`src/hdl/pbx_pkg.sv`:
```
// constants for the three port bypass control channels
// assumes one 200 MHz core clock and an 8-bit internal register port
package pbx_pkg;
	localparam int NUM_CH = 3;
	localparam int NUM_PINS = 2 * NUM_CH;
	// register addresses
	localparam logic [7:0] BYPASS_CHANNEL4_CTRL = 8'h24;
	localparam logic [7:0] BYPASS_CHANNEL5_CTRL = 8'h25;
	localparam logic [7:0] BYPASS_CHANNEL6_CTRL = 8'h26;
	// field positions
	localparam int BIT_ENABLE = 7;
	localparam int BIT_SD_IRQ_EN = 6;
	localparam int BIT_FORCE_BYPASS = 1;
	localparam int BIT_SIGNAL_DETECT = 0;
	// pin pair inside a channel: even pin is signal detect, odd is bypass
	localparam int PIN_SD_OFS = 0;
	localparam int PIN_FB_OFS = 1;
	// reset values
	localparam logic RST_ENABLE = 1'b0;
	localparam logic RST_SD_IRQ_EN = 1'b0;
	localparam logic RST_FORCE_BYPASS = 1'b1;
	localparam logic RST_PIN_LEVEL = 1'b1;
	localparam logic [7:0] RST_IRQ_SRC = 8'h00;
	localparam logic [7:0] RD_UNMAPPED = 8'h00;
	// timing
	localparam int CLK_MHZ = 200;
	localparam int LOSS_MAX_NS = 400;
	localparam int LOSS_MAX_CYC = (LOSS_MAX_NS * CLK_MHZ) / 1000;
	localparam int FILT_SAMPLES = 4;
endpackage

```
`src/hdl/pbx_pin_filt.sv`:
```
// one pin input: two-flop synchroniser followed by a run-length filter
// assumes the pin is asynchronous to ref_clk_i
`timescale 1ns/1ps
`default_nettype none
module pbx_pin_filt #(
	parameter int SAMPLES = pbx_pkg::FILT_SAMPLES
) (
	input wire logic ref_clk_i,
	input wire logic rst_n_i,
	input wire logic pin_i,
	output logic filt_o
);
	import pbx_pkg::*;

	logic sync1_q, sync2_q;
	logic [SAMPLES-1:0] hist_q, hist_d;
	logic filt_q, filt_d;

	// output only moves after a full run of equal samples, so glitches
	// shorter than the run never reach the channel logic
	always_comb begin
		hist_d = {hist_q[SAMPLES-2:0], sync2_q};
		filt_d = filt_q;
		if (&hist_q) begin
			filt_d = 1'b1;
		end else if (~|hist_q) begin
			filt_d = 1'b0;
		end
	end

	always_ff @(posedge ref_clk_i or negedge rst_n_i) begin
		if (!rst_n_i) begin
			sync1_q <= RST_PIN_LEVEL;
			sync2_q <= RST_PIN_LEVEL;
			hist_q <= {SAMPLES{RST_PIN_LEVEL}};
			filt_q <= RST_PIN_LEVEL;
		end else begin
			sync1_q <= pin_i;
			sync2_q <= sync1_q;
			hist_q <= hist_d;
			filt_q <= filt_d;
		end
	end

	assign filt_o = filt_q;
endmodule
`default_nettype wire

```
`src/hdl/pbx_bypass_channels.sv`:
```
// port bypass control channels 4..6 with their pin pairs and irq source
// assumes a host-side register port and general purpose pin settings
// supplied by the surrounding pin controller
`timescale 1ns/1ps
`default_nettype none
module pbx_bypass_channels (
	input wire logic ref_clk_i,
	input wire logic rst_n_i,
	input wire logic [7:0] reg_addr_i,
	input wire logic reg_wr_i,
	input wire logic [7:0] reg_wdata_i,
	output logic [7:0] reg_rdata_o,
	input wire logic [pbx_pkg::NUM_PINS-1:0] pin_i,
	output logic [pbx_pkg::NUM_PINS-1:0] pin_o,
	output logic [pbx_pkg::NUM_PINS-1:0] pin_oe_o,
	input wire logic [pbx_pkg::NUM_PINS-1:0] gp_out_i,
	input wire logic [pbx_pkg::NUM_PINS-1:0] gp_oe_i,
	input wire logic [pbx_pkg::NUM_PINS-1:0] bypass_sel_i,
	input wire logic irq_ack_i,
	output logic irq_n_o,
	output logic [7:0] interrupt_source_code_reg_o
);
	import pbx_pkg::*;

	// ----------------------------------------------------------------
	// pin input conditioning
	// ----------------------------------------------------------------
	logic [NUM_PINS-1:0] filt;

	genvar gp;
	generate
		for (gp = 0; gp < NUM_PINS; gp++) begin : g_filt
			pbx_pin_filt #(
				.SAMPLES(FILT_SAMPLES)
			) u_filt (
				.ref_clk_i(ref_clk_i),
				.rst_n_i(rst_n_i),
				.pin_i(pin_i[gp]),
				.filt_o(filt[gp])
			);
		end
	endgenerate

	// ----------------------------------------------------------------
	// channel control registers
	// ----------------------------------------------------------------
	logic [NUM_CH-1:0] bypass_channel_enable_q, bypass_channel_enable_d;
	logic [NUM_CH-1:0] signal_detect_irq_enable_q, signal_detect_irq_enable_d;
	logic [NUM_CH-1:0] force_bypass_bit_q, force_bypass_bit_d;
	logic [NUM_CH-1:0] sd_prev_q, sd_prev_d;
	logic [NUM_CH-1:0] sd_f;
	logic [NUM_CH-1:0] sd_edge;

	always_comb begin
		bypass_channel_enable_d = bypass_channel_enable_q;
		signal_detect_irq_enable_d = signal_detect_irq_enable_q;
		force_bypass_bit_d = force_bypass_bit_q;
		for (int c = 0; c < NUM_CH; c++) begin
			sd_f[c] = filt[2*c+PIN_SD_OFS];
			sd_prev_d[c] = sd_f[c];
			sd_edge[c] = sd_f[c] ^ sd_prev_q[c];
			// only bits 7, 6 and 1 hold state; bit 0 and 5..2 drop writes
			if (reg_wr_i && reg_addr_i == BYPASS_CHANNEL4_CTRL + 8'(c)) begin
				bypass_channel_enable_d[c] = reg_wdata_i[BIT_ENABLE];
				signal_detect_irq_enable_d[c] = reg_wdata_i[BIT_SD_IRQ_EN];
				force_bypass_bit_d[c] = reg_wdata_i[BIT_FORCE_BYPASS];
			end
			// clear is a level, so it beats a concurrent write of one
			if (bypass_channel_enable_q[c] && !sd_f[c]) begin
				force_bypass_bit_d[c] = 1'b0;
			end
		end
	end

	always_ff @(posedge ref_clk_i or negedge rst_n_i) begin
		if (!rst_n_i) begin
			bypass_channel_enable_q <= {NUM_CH{RST_ENABLE}};
			signal_detect_irq_enable_q <= {NUM_CH{RST_SD_IRQ_EN}};
			force_bypass_bit_q <= {NUM_CH{RST_FORCE_BYPASS}};
			sd_prev_q <= {NUM_CH{RST_PIN_LEVEL}};
		end else begin
			bypass_channel_enable_q <= bypass_channel_enable_d;
			signal_detect_irq_enable_q <= signal_detect_irq_enable_d;
			force_bypass_bit_q <= force_bypass_bit_d;
			sd_prev_q <= sd_prev_d;
		end
	end

	// ----------------------------------------------------------------
	// pin muxing
	// ----------------------------------------------------------------
	logic [NUM_PINS-1:0] pin_q, pin_d, pin_oe_q, pin_oe_d;

	always_comb begin
		pin_d = gp_out_i;
		pin_oe_d = gp_oe_i;
		for (int c = 0; c < NUM_CH; c++) begin
			if (bypass_channel_enable_q[c]) begin
				// bypass select keeps its pin even on an enabled channel
				if (!bypass_sel_i[2*c+PIN_FB_OFS]) begin
					pin_d[2*c+PIN_FB_OFS] = force_bypass_bit_q[c];
					pin_oe_d[2*c+PIN_FB_OFS] = 1'b1;
				end
				if (!bypass_sel_i[2*c+PIN_SD_OFS]) begin
					pin_d[2*c+PIN_SD_OFS] = 1'b0;
					pin_oe_d[2*c+PIN_SD_OFS] = 1'b0;
				end
			end
		end
	end

	always_ff @(posedge ref_clk_i or negedge rst_n_i) begin
		if (!rst_n_i) begin
			pin_q <= '0;
			pin_oe_q <= '0;
		end else begin
			pin_q <= pin_d;
			pin_oe_q <= pin_oe_d;
		end
	end

	assign pin_o = pin_q;
	assign pin_oe_o = pin_oe_q;

	// ----------------------------------------------------------------
	// interrupt source
	// ----------------------------------------------------------------
	logic irq_pend_q, irq_pend_d;
	logic [7:0] src_q, src_d;
	logic irq_hit;

	// lowest channel wins when several edges land together; the others
	// still see irq low but their address is lost, as in a single slot
	always_comb begin
		irq_hit = 1'b0;
		src_d = src_q;
		for (int c = NUM_CH - 1; c >= 0; c--) begin
			if (bypass_channel_enable_q[c] && signal_detect_irq_enable_q[c]
				&& sd_edge[c]) begin
				irq_hit = 1'b1;
				src_d = BYPASS_CHANNEL4_CTRL + 8'(c);
			end
		end
		irq_pend_d = irq_pend_q;
		if (irq_ack_i) begin
			irq_pend_d = 1'b0;
		end
		if (irq_hit) begin
			irq_pend_d = 1'b1;
		end
	end

	always_ff @(posedge ref_clk_i or negedge rst_n_i) begin
		if (!rst_n_i) begin
			irq_pend_q <= 1'b0;
			src_q <= RST_IRQ_SRC;
		end else begin
			irq_pend_q <= irq_pend_d;
			src_q <= src_d;
		end
	end

	logic irq_n_q;
	always_ff @(posedge ref_clk_i or negedge rst_n_i) begin
		if (!rst_n_i) begin
			irq_n_q <= 1'b1;
		end else begin
			irq_n_q <= ~irq_pend_d;
		end
	end

	assign irq_n_o = irq_n_q;
	assign interrupt_source_code_reg_o = src_q;

	// ----------------------------------------------------------------
	// register read
	// ----------------------------------------------------------------
	logic [7:0] rdata_q, rdata_d;

	always_comb begin
		rdata_d = RD_UNMAPPED;
		for (int c = 0; c < NUM_CH; c++) begin
			if (reg_addr_i == BYPASS_CHANNEL4_CTRL + 8'(c)) begin
				rdata_d = 8'h00;
				rdata_d[BIT_ENABLE] = bypass_channel_enable_q[c];
				rdata_d[BIT_SD_IRQ_EN] = signal_detect_irq_enable_q[c];
				rdata_d[BIT_FORCE_BYPASS] = filt[2*c+PIN_FB_OFS];
				rdata_d[BIT_SIGNAL_DETECT] = filt[2*c+PIN_SD_OFS];
			end
		end
	end

	always_ff @(posedge ref_clk_i or negedge rst_n_i) begin
		if (!rst_n_i) begin
			rdata_q <= RD_UNMAPPED;
		end else begin
			rdata_q <= rdata_d;
		end
	end

	assign reg_rdata_o = rdata_q;

	// ----------------------------------------------------------------
	// checks
	// ----------------------------------------------------------------
	localparam int LAT_MAX = LOSS_MAX_CYC;

	generate
		for (gp = 0; gp < NUM_CH; gp++) begin : g_chk
			fb_autoclr_a: assert property (@(posedge ref_clk_i)
				disable iff (!rst_n_i)
				bypass_channel_enable_q[gp] && !sd_f[gp]
				|=> !force_bypass_bit_q[gp])
				else $error("bypass bit not cleared on loss of signal");

			loss_latency_a: assert property (@(posedge ref_clk_i)
				disable iff (!rst_n_i)
				bypass_channel_enable_q[gp] && !sd_f[gp]
				&& !bypass_sel_i[2*gp+1]
				##1 bypass_channel_enable_q[gp] && !bypass_sel_i[2*gp+1]
				|-> ##[1:LAT_MAX] !pin_o[2*gp+1])
				else $error("bypass pin late after loss of signal");

			fb_pin_drive_a: assert property (@(posedge ref_clk_i)
				disable iff (!rst_n_i)
				bypass_channel_enable_q[gp] && !bypass_sel_i[2*gp+1]
				|=> pin_oe_o[2*gp+1]
				&& pin_o[2*gp+1] == $past(force_bypass_bit_q[gp]))
				else $error("bypass pin not driven from bypass bit");

			sd_input_a: assert property (@(posedge ref_clk_i)
				disable iff (!rst_n_i)
				bypass_channel_enable_q[gp] && !bypass_sel_i[2*gp]
				|=> !pin_oe_o[2*gp])
				else $error("detect pin driven on enabled channel");

			gp_pass_a: assert property (@(posedge ref_clk_i)
				disable iff (!rst_n_i)
				!bypass_channel_enable_q[gp]
				|=> pin_o[2*gp+1] == $past(gp_out_i[2*gp+1])
				&& pin_oe_o[2*gp] == $past(gp_oe_i[2*gp]))
				else $error("disabled channel disturbs its pins");

			fb_write_a: assert property (@(posedge ref_clk_i)
				disable iff (!rst_n_i)
				reg_wr_i && reg_addr_i == BYPASS_CHANNEL4_CTRL + 8'(gp)
				&& bypass_channel_enable_q[gp] && sd_f[gp]
				|=> force_bypass_bit_q[gp] == $past(reg_wdata_i[1]))
				else $error("bypass bit write not applied");

			irq_set_a: assert property (@(posedge ref_clk_i)
				disable iff (!rst_n_i)
				bypass_channel_enable_q[gp] && signal_detect_irq_enable_q[gp]
				&& sd_edge[gp] |=> !irq_n_o ##1 1'b1)
				else $error("detect edge did not raise irq");
		end
	endgenerate

	irq_code_a: assert property (@(posedge ref_clk_i)
		disable iff (!rst_n_i)
		irq_hit |=> src_q >= BYPASS_CHANNEL4_CTRL
		&& src_q <= BYPASS_CHANNEL6_CTRL)
		else $error("irq source code out of range");

	// a lone edge on the last channel must leave exactly its own address
	irq_src6_a: assert property (@(posedge ref_clk_i)
		disable iff (!rst_n_i)
		bypass_channel_enable_q[2] && signal_detect_irq_enable_q[2]
		&& sd_edge[2] && sd_edge[1:0] == 2'b00
		|=> src_q == BYPASS_CHANNEL6_CTRL)
		else $error("irq source code not the channel address");

	irq_ack_a: assert property (@(posedge ref_clk_i)
		disable iff (!rst_n_i)
		irq_ack_i && !irq_hit |=> irq_n_o)
		else $error("irq still low after acknowledge");

	no_irq_a: assert property (@(posedge ref_clk_i)
		disable iff (!rst_n_i)
		!irq_hit && irq_n_o |=> irq_n_o && $stable(src_q))
		else $error("irq without enabled detect edge");

	rd_unused_a: assert property (@(posedge ref_clk_i)
		disable iff (!rst_n_i)
		reg_rdata_o[5:2] == 4'h0)
		else $error("unused bits read non-zero");

	sd_read_a: assert property (@(posedge ref_clk_i)
		disable iff (!rst_n_i)
		reg_addr_i == BYPASS_CHANNEL5_CTRL
		|=> reg_rdata_o[0] == $past(filt[2]))
		else $error("detect bit read does not follow pin");
endmodule
`default_nettype wire

```
`config.mk`:
```
export PLATFORM = sky130hd
export DESIGN_NAME = pbx_bypass_channels
export DESIGN_NICKNAME = d
export VERILOG_FILES = /design/src/hdl/pbx_pkg.sv /design/src/hdl/pbx_pin_filt.sv /design/src/hdl/pbx_bypass_channels.sv
export SDC_FILE = /design/constraint.sdc
export NUM_CORES = 1
export LEC_CHECK = 0
export BUFFER_PORTS_ARGS = -buffer_cell sky130_fd_sc_hd__buf_2
export CAP_MARGIN = 20
export CORE_MARGIN = 3
export CORE_UTILIZATION = 25
export CTS_CLUSTER_DIAMETER = 80
export DETAILED_ROUTE_END_ITERATION = 16
export GPL_TIMING_DRIVEN = 0
export HOLD_SLACK_MARGIN = 0.1
export PLACE_DENSITY_LB_ADDON = 0.08
export SYNTH_ARGS = -nofsm -noshare
export SYNTH_HDL_FRONTEND = slang
export SYNTH_HIERARCHICAL = 1
export SYNTH_SLANG_ARGS = --single-unit
```
`constraint.sdc`:
```
create_clock -name ref_clk_i -period 1.3 [get_ports ref_clk_i]
set_input_delay 0.065 -clock ref_clk_i [delete_from_list [all_inputs] [get_ports ref_clk_i]]
set_output_delay 0.065 -clock ref_clk_i [all_outputs]
set_load 0.05 [all_outputs]
```
# After elaboration in Yosys (flattened, before gate mapping)
# Index checks and enable logic that the tools add are counted.
[totals]
regBits = 84
input_bits = 44
[op_classes]
n_eq_ne = 9
n_mux = 47
bitwise = 4
reduce_logical = 31
[op_table]
columns = ["cell", "n"]
rows = [
  ["2-to-1 mux 8 bit", 6],
  ["2-to-1 mux 1 bit", 35],
  ["equality test 8 x 6 -> 1 bit (second input constant)", 3],
  ["AND reduction 4 bit", 6],
  ["OR reduction 4 bit", 6],
  ["logical AND 1 bit", 12],
  ["2-to-1 mux 2 bit", 6],
  ["inequality test 2 x 1 -> 1 bit (second input constant)", 6],
  ["nonzero test 2 bit", 3],
  ["logical NOT 1 bit", 3],
  ["nonzero test 3 bit", 1],
  ["XOR 1 bit", 3],
  ["NOT 1 bit", 1],
]

# Logic depth before layout (Yosys ltp)
[logic_depth]
word_depth = 7
mapped_depth = 4
depth_no_buf = 3

# Modules after synthesis
# Netlist, hierarchy kept.
[modules_own_cells]
columns = ["mod", "instances", "cells_each", "area_each_um2"]
rows = [
  ["pbx_bypass_channels", 1, 120, 1482.7],
  ["pbx_pin_filt", 6, 10, 210.2],
]

# Worst setup path before layout
# Ideal clock, no wire load.
[synth_path]
kind = "flip-flop to flip-flop"
startpoint = "reg g_filt[4].u_filt.filt_q"
endpoint = "reg irq_n_q, in the netlist irq_n_o"
arrival_ns = 1.227
required_ns = 1.238
setup_slack_ns = 0.011
path_stages_with_launch = 4
path_buffers = 0
synth_period_minus_slack_ns = 1.289
cell_sequence = "dfstp_2 -> xor2_1 -> a222oi_1 -> and2_1"
[synth_via]
elab_chain_cells = 7
[synth_lines]
columns = ["element", "line_no", "source"]
rows = [
  ["start: declaration", "pbx_pin_filt.sv:17", "logic filt_q, filt_d;"],
  ["start signal: assignment", "pbx_pin_filt.sv:41", "filt_q <= filt_d;"],
  ["XOR 1 bit", "pbx_bypass_channels.sv:61", "sd_edge[c] = sd_f[c] ^ sd_prev_q[c];"],
  ["logical AND 1 bit", "pbx_bypass_channels.sv:139", "&& sd_edge[c]) begin"],
  ["2-to-1 mux 1 bit (3 in series)", "pbx_bypass_channels.sv:138", "if (bypass_channel_enable_q[c] && signal_detect_irq_enable_q[c]"],
  ["2-to-1 mux 1 bit", "pbx_bypass_channels.sv:148", "if (irq_hit) begin"],
  ["NOT 1 bit", "pbx_bypass_channels.sv:168", "irq_n_q <= ~irq_pend_d;"],
  ["end signal: assignment", "pbx_bypass_channels.sv:168", ""],
  ["end: declaration", "pbx_bypass_channels.sv:163", "logic irq_n_q;"],
]
# Every way passes these cells.
# A chain may end at the register's enable or synchronous reset.

# Worst setup path after layout
# Same ends and word-level chain as after synthesis.

==> metrics <==
status=finished, violations left; violated checks=setup timing; Met2 Routed Length=2.70 mm; ys async rst share=100%; RSZ-0062 raised after global routing=yes; # rows=37; Crit. End Element=register; Cell Area, Synth=2740 sq um; Max FO, Critical Path=3; Hold Path Class=in -> reg; Peak Freq=768 MHz; clock sinks=75; ant diodes=0; Cells after Synth=180; PD cells=1310 nW/um^2; DRT antenna net count=0; core area=10500 sq um; endpoints failing setup=1; final wirelength=5.62 mm; Pre-antenna DRT Iters=4; initial antenna violation count=0; max cap viols=0; RePlAce Congestion=0.690; count leader, synth=dfstp_2; first-pass GRT wire length=9.49 mm; library cells used by synthesis=27; Die ar.=12300 sq um; GRT Residual Overflow=0; cell-by-cell trace of the critical path=xor2_2 -> a222oi_1 -> buf_4 -> and2_1; CP bufs+invs=1; dpl hpwl=3.58 mm; CP peak stage delay=560 ps; Skew-Pair Late Insertion Delay=350 ps; Setup Skew=11.5 ps; area growth from synthesis to layout=41.5%; Root Buffer=clkbuf_8; synth top area cells=dfstp_2, dfrtp_1, mux2_2, o41ai_2, buf_4; Mapped Avg Cell Area=15.2 sq um; # H-tree levels=3; vias in the first global route=1874; post-layout minimum cycle time=1300 ps; I/O pin cnt=73; crit path kind=reg -> reg; worst path arrival time=1590 ps; Max Used Layer=met4; Synth top area share=46.9%; CTS tree=yes; via count=1816; Slowest-stage cell, CP=dfstp_2; #FFs+latches synth=75; TritonCTS Buffers=9; Seq/Total Area, Yosys=70.6%; gr usage total=9.91%; Main synth FF type=dfstp_2; Slew Limit Fails=0; cell depth of the worst setup path=4; die width=111 um; Initial Util=26.1%; Tcrit/Tclk final=100%; Synth area leader=dfstp_2; Post-synth top cells=dfstp_2, dfrtp_1, nand2_1, nand2b_1; Port Buffer Count=58; worst setup margin=-1.89 ps; CP delay by family, top=flip-flops; final setup TNS=-1.89 ps; nets@finish=345; final total power=5.11 mW; DR WL met3=415 um; final hold viol count=0; pre-CTS setup slack=-185 ps; number of synthesized flops with an enable pin=0; fin cells=442; mean number of vias per cell=4.11; Peak VDD IR=0.728 mV; area occupied by multi-input gates=779 sq um; M1 WL=2.39 mm; Placed Cells=382; CTS Buffer Depth=2; worst path required time=1590 ps; Clk pin slew, worst setup/hold paths=70 ps; Storage cell area=1940 sq um; 1st-iter DRT viols=39; DIE HEIGHT=111 um; synth warn=6; Worst Reg2Reg Path Length in Cells=4; number of fill cells=989; Hold Path Stages=4; DRC=0; largest net degree at the start of global routing=67; Leak Pwr=1.78 nW; CP Launch Type=register; share of layout cells above drive strength 1=55.2%; routed length per instance=12.7 um
==> metal layers <==
metal / vias up / track usage (%)
li1: 852 / -
met1: 893 / 11.6
met2: 62 / 15.6
met3: 9 / 5.02
met4: 0 / 3.61
met5: - / 0
==> state kept, by name (all words and copies together), names as in the netlist, 4 cells and up <==
name / flops
reg_rdata_o: 4
g_filt.u_filt/sync1_q: 6
pin_oe_o: 6
g_filt.u_filt/hist_q: 24
pin_o: 6
g_filt.u_filt/sync2_q: 6
g_filt.u_filt/filt_o: 6
==> final timing paths <==
path | from | endpoint | slack (ps)
hold / removal | reg_addr_i[4] | force_bypass_bit_q[1] | 200
hold reg to reg | g_filt[1].u_filt/sync2_q | g_filt[1].u_filt/hist_q[0] | 360
setup reg to reg | g_filt[4].u_filt/filt_o | irq_n_o | -2
max in group asynchronous | rst_n_i | g_filt[2].u_filt/sync1_q | 610
setup / recovery | g_filt[4].u_filt/filt_o | irq_n_o | -2
min in group asynchronous | rst_n_i | g_filt[3].u_filt/hist_q[3] | 300
==> worst reg2reg max path, cell delays in order, from the launching register on <==
cell and delay (ps):
dfstp_2 560, xor2_2 90, a222oi_1 320, buf_4 170, and2_1 110
==> power breakdown <==
group          leakage (nW)  internal, mW  switching (mW)
Clock                0.0894         0.737           0.841
Combinational         0.843         0.343           0.410
Sequential            0.846          2.64           0.131
Total                  1.78          3.72            1.38
==> through the flow <==
step           cell area, sq um  utilization, %  hold slack (ps)
2_1_floorplan              2770               -             -231
3_3_place_gp               3230            30.7              170
3_5_place_dp               3260            31.0              128
4_1_cts                    3830            36.4              182
5_1_grt                    3880            37.0              206
6_report                   3880            37.0              199
==> timing repair <==
item | in CTS | in global routing
pin swaps | 2 | 1
setup endpoints to repair | 4 | 9
hold buffers | 36 | 0
buffers inserted | 4 | 5
resized for setup | 1 | 7
hold endpoints to repair | 68 | 0
==> kinds of logic after synthesis <==
| kind of cell | Yosys count | share of synthesized area (%) |
|---|---|---|
| buf+inv | 12 | 3.01 |
| mux | 16 | 6.25 |
| flops | 75 | 70.6 |
| xor+xnor | 3 | 0.958 |
| compound gates | 19 | 6.93 |
| other cells | 1 | 0.137 |
| simple gates | 54 | 12.1 |
==> cell type report <==
| class | count | share of cell area, % |
|---|---|---|
| inverters | 2 | 0.193 |
| clock inverters | 5 | 0.741 |
| flip-flops and latches | 75 | 50.0 |
| well taps | 136 | 4.38 |
| plain buffers | 10 | 1.93 |
| repair buffers | 103 | 19.1 |
| clock buffers | 11 | 3.64 |
| multi-input cells | 100 | 20.1 |
==> layout by cell type, fill, tap and decap left out, drive strengths merged, types with 2 or more instances in the layout <==
cell type / n
buf: 78
dfstp: 49
dlygate4sd3: 34
dfrtp: 26
nand2: 12
nand2b: 12
nand4: 11
clkbuf: 11
and2: 10
mux2: 9
conb: 8
mux2i: 7
o41ai: 6
nor2: 5
o21ai: 4
a2bb2oi: 3
clkinv: 3
xor2: 3
inv: 3
a21oi: 2
No activity file was read; power rests on OpenSTA's default activity.
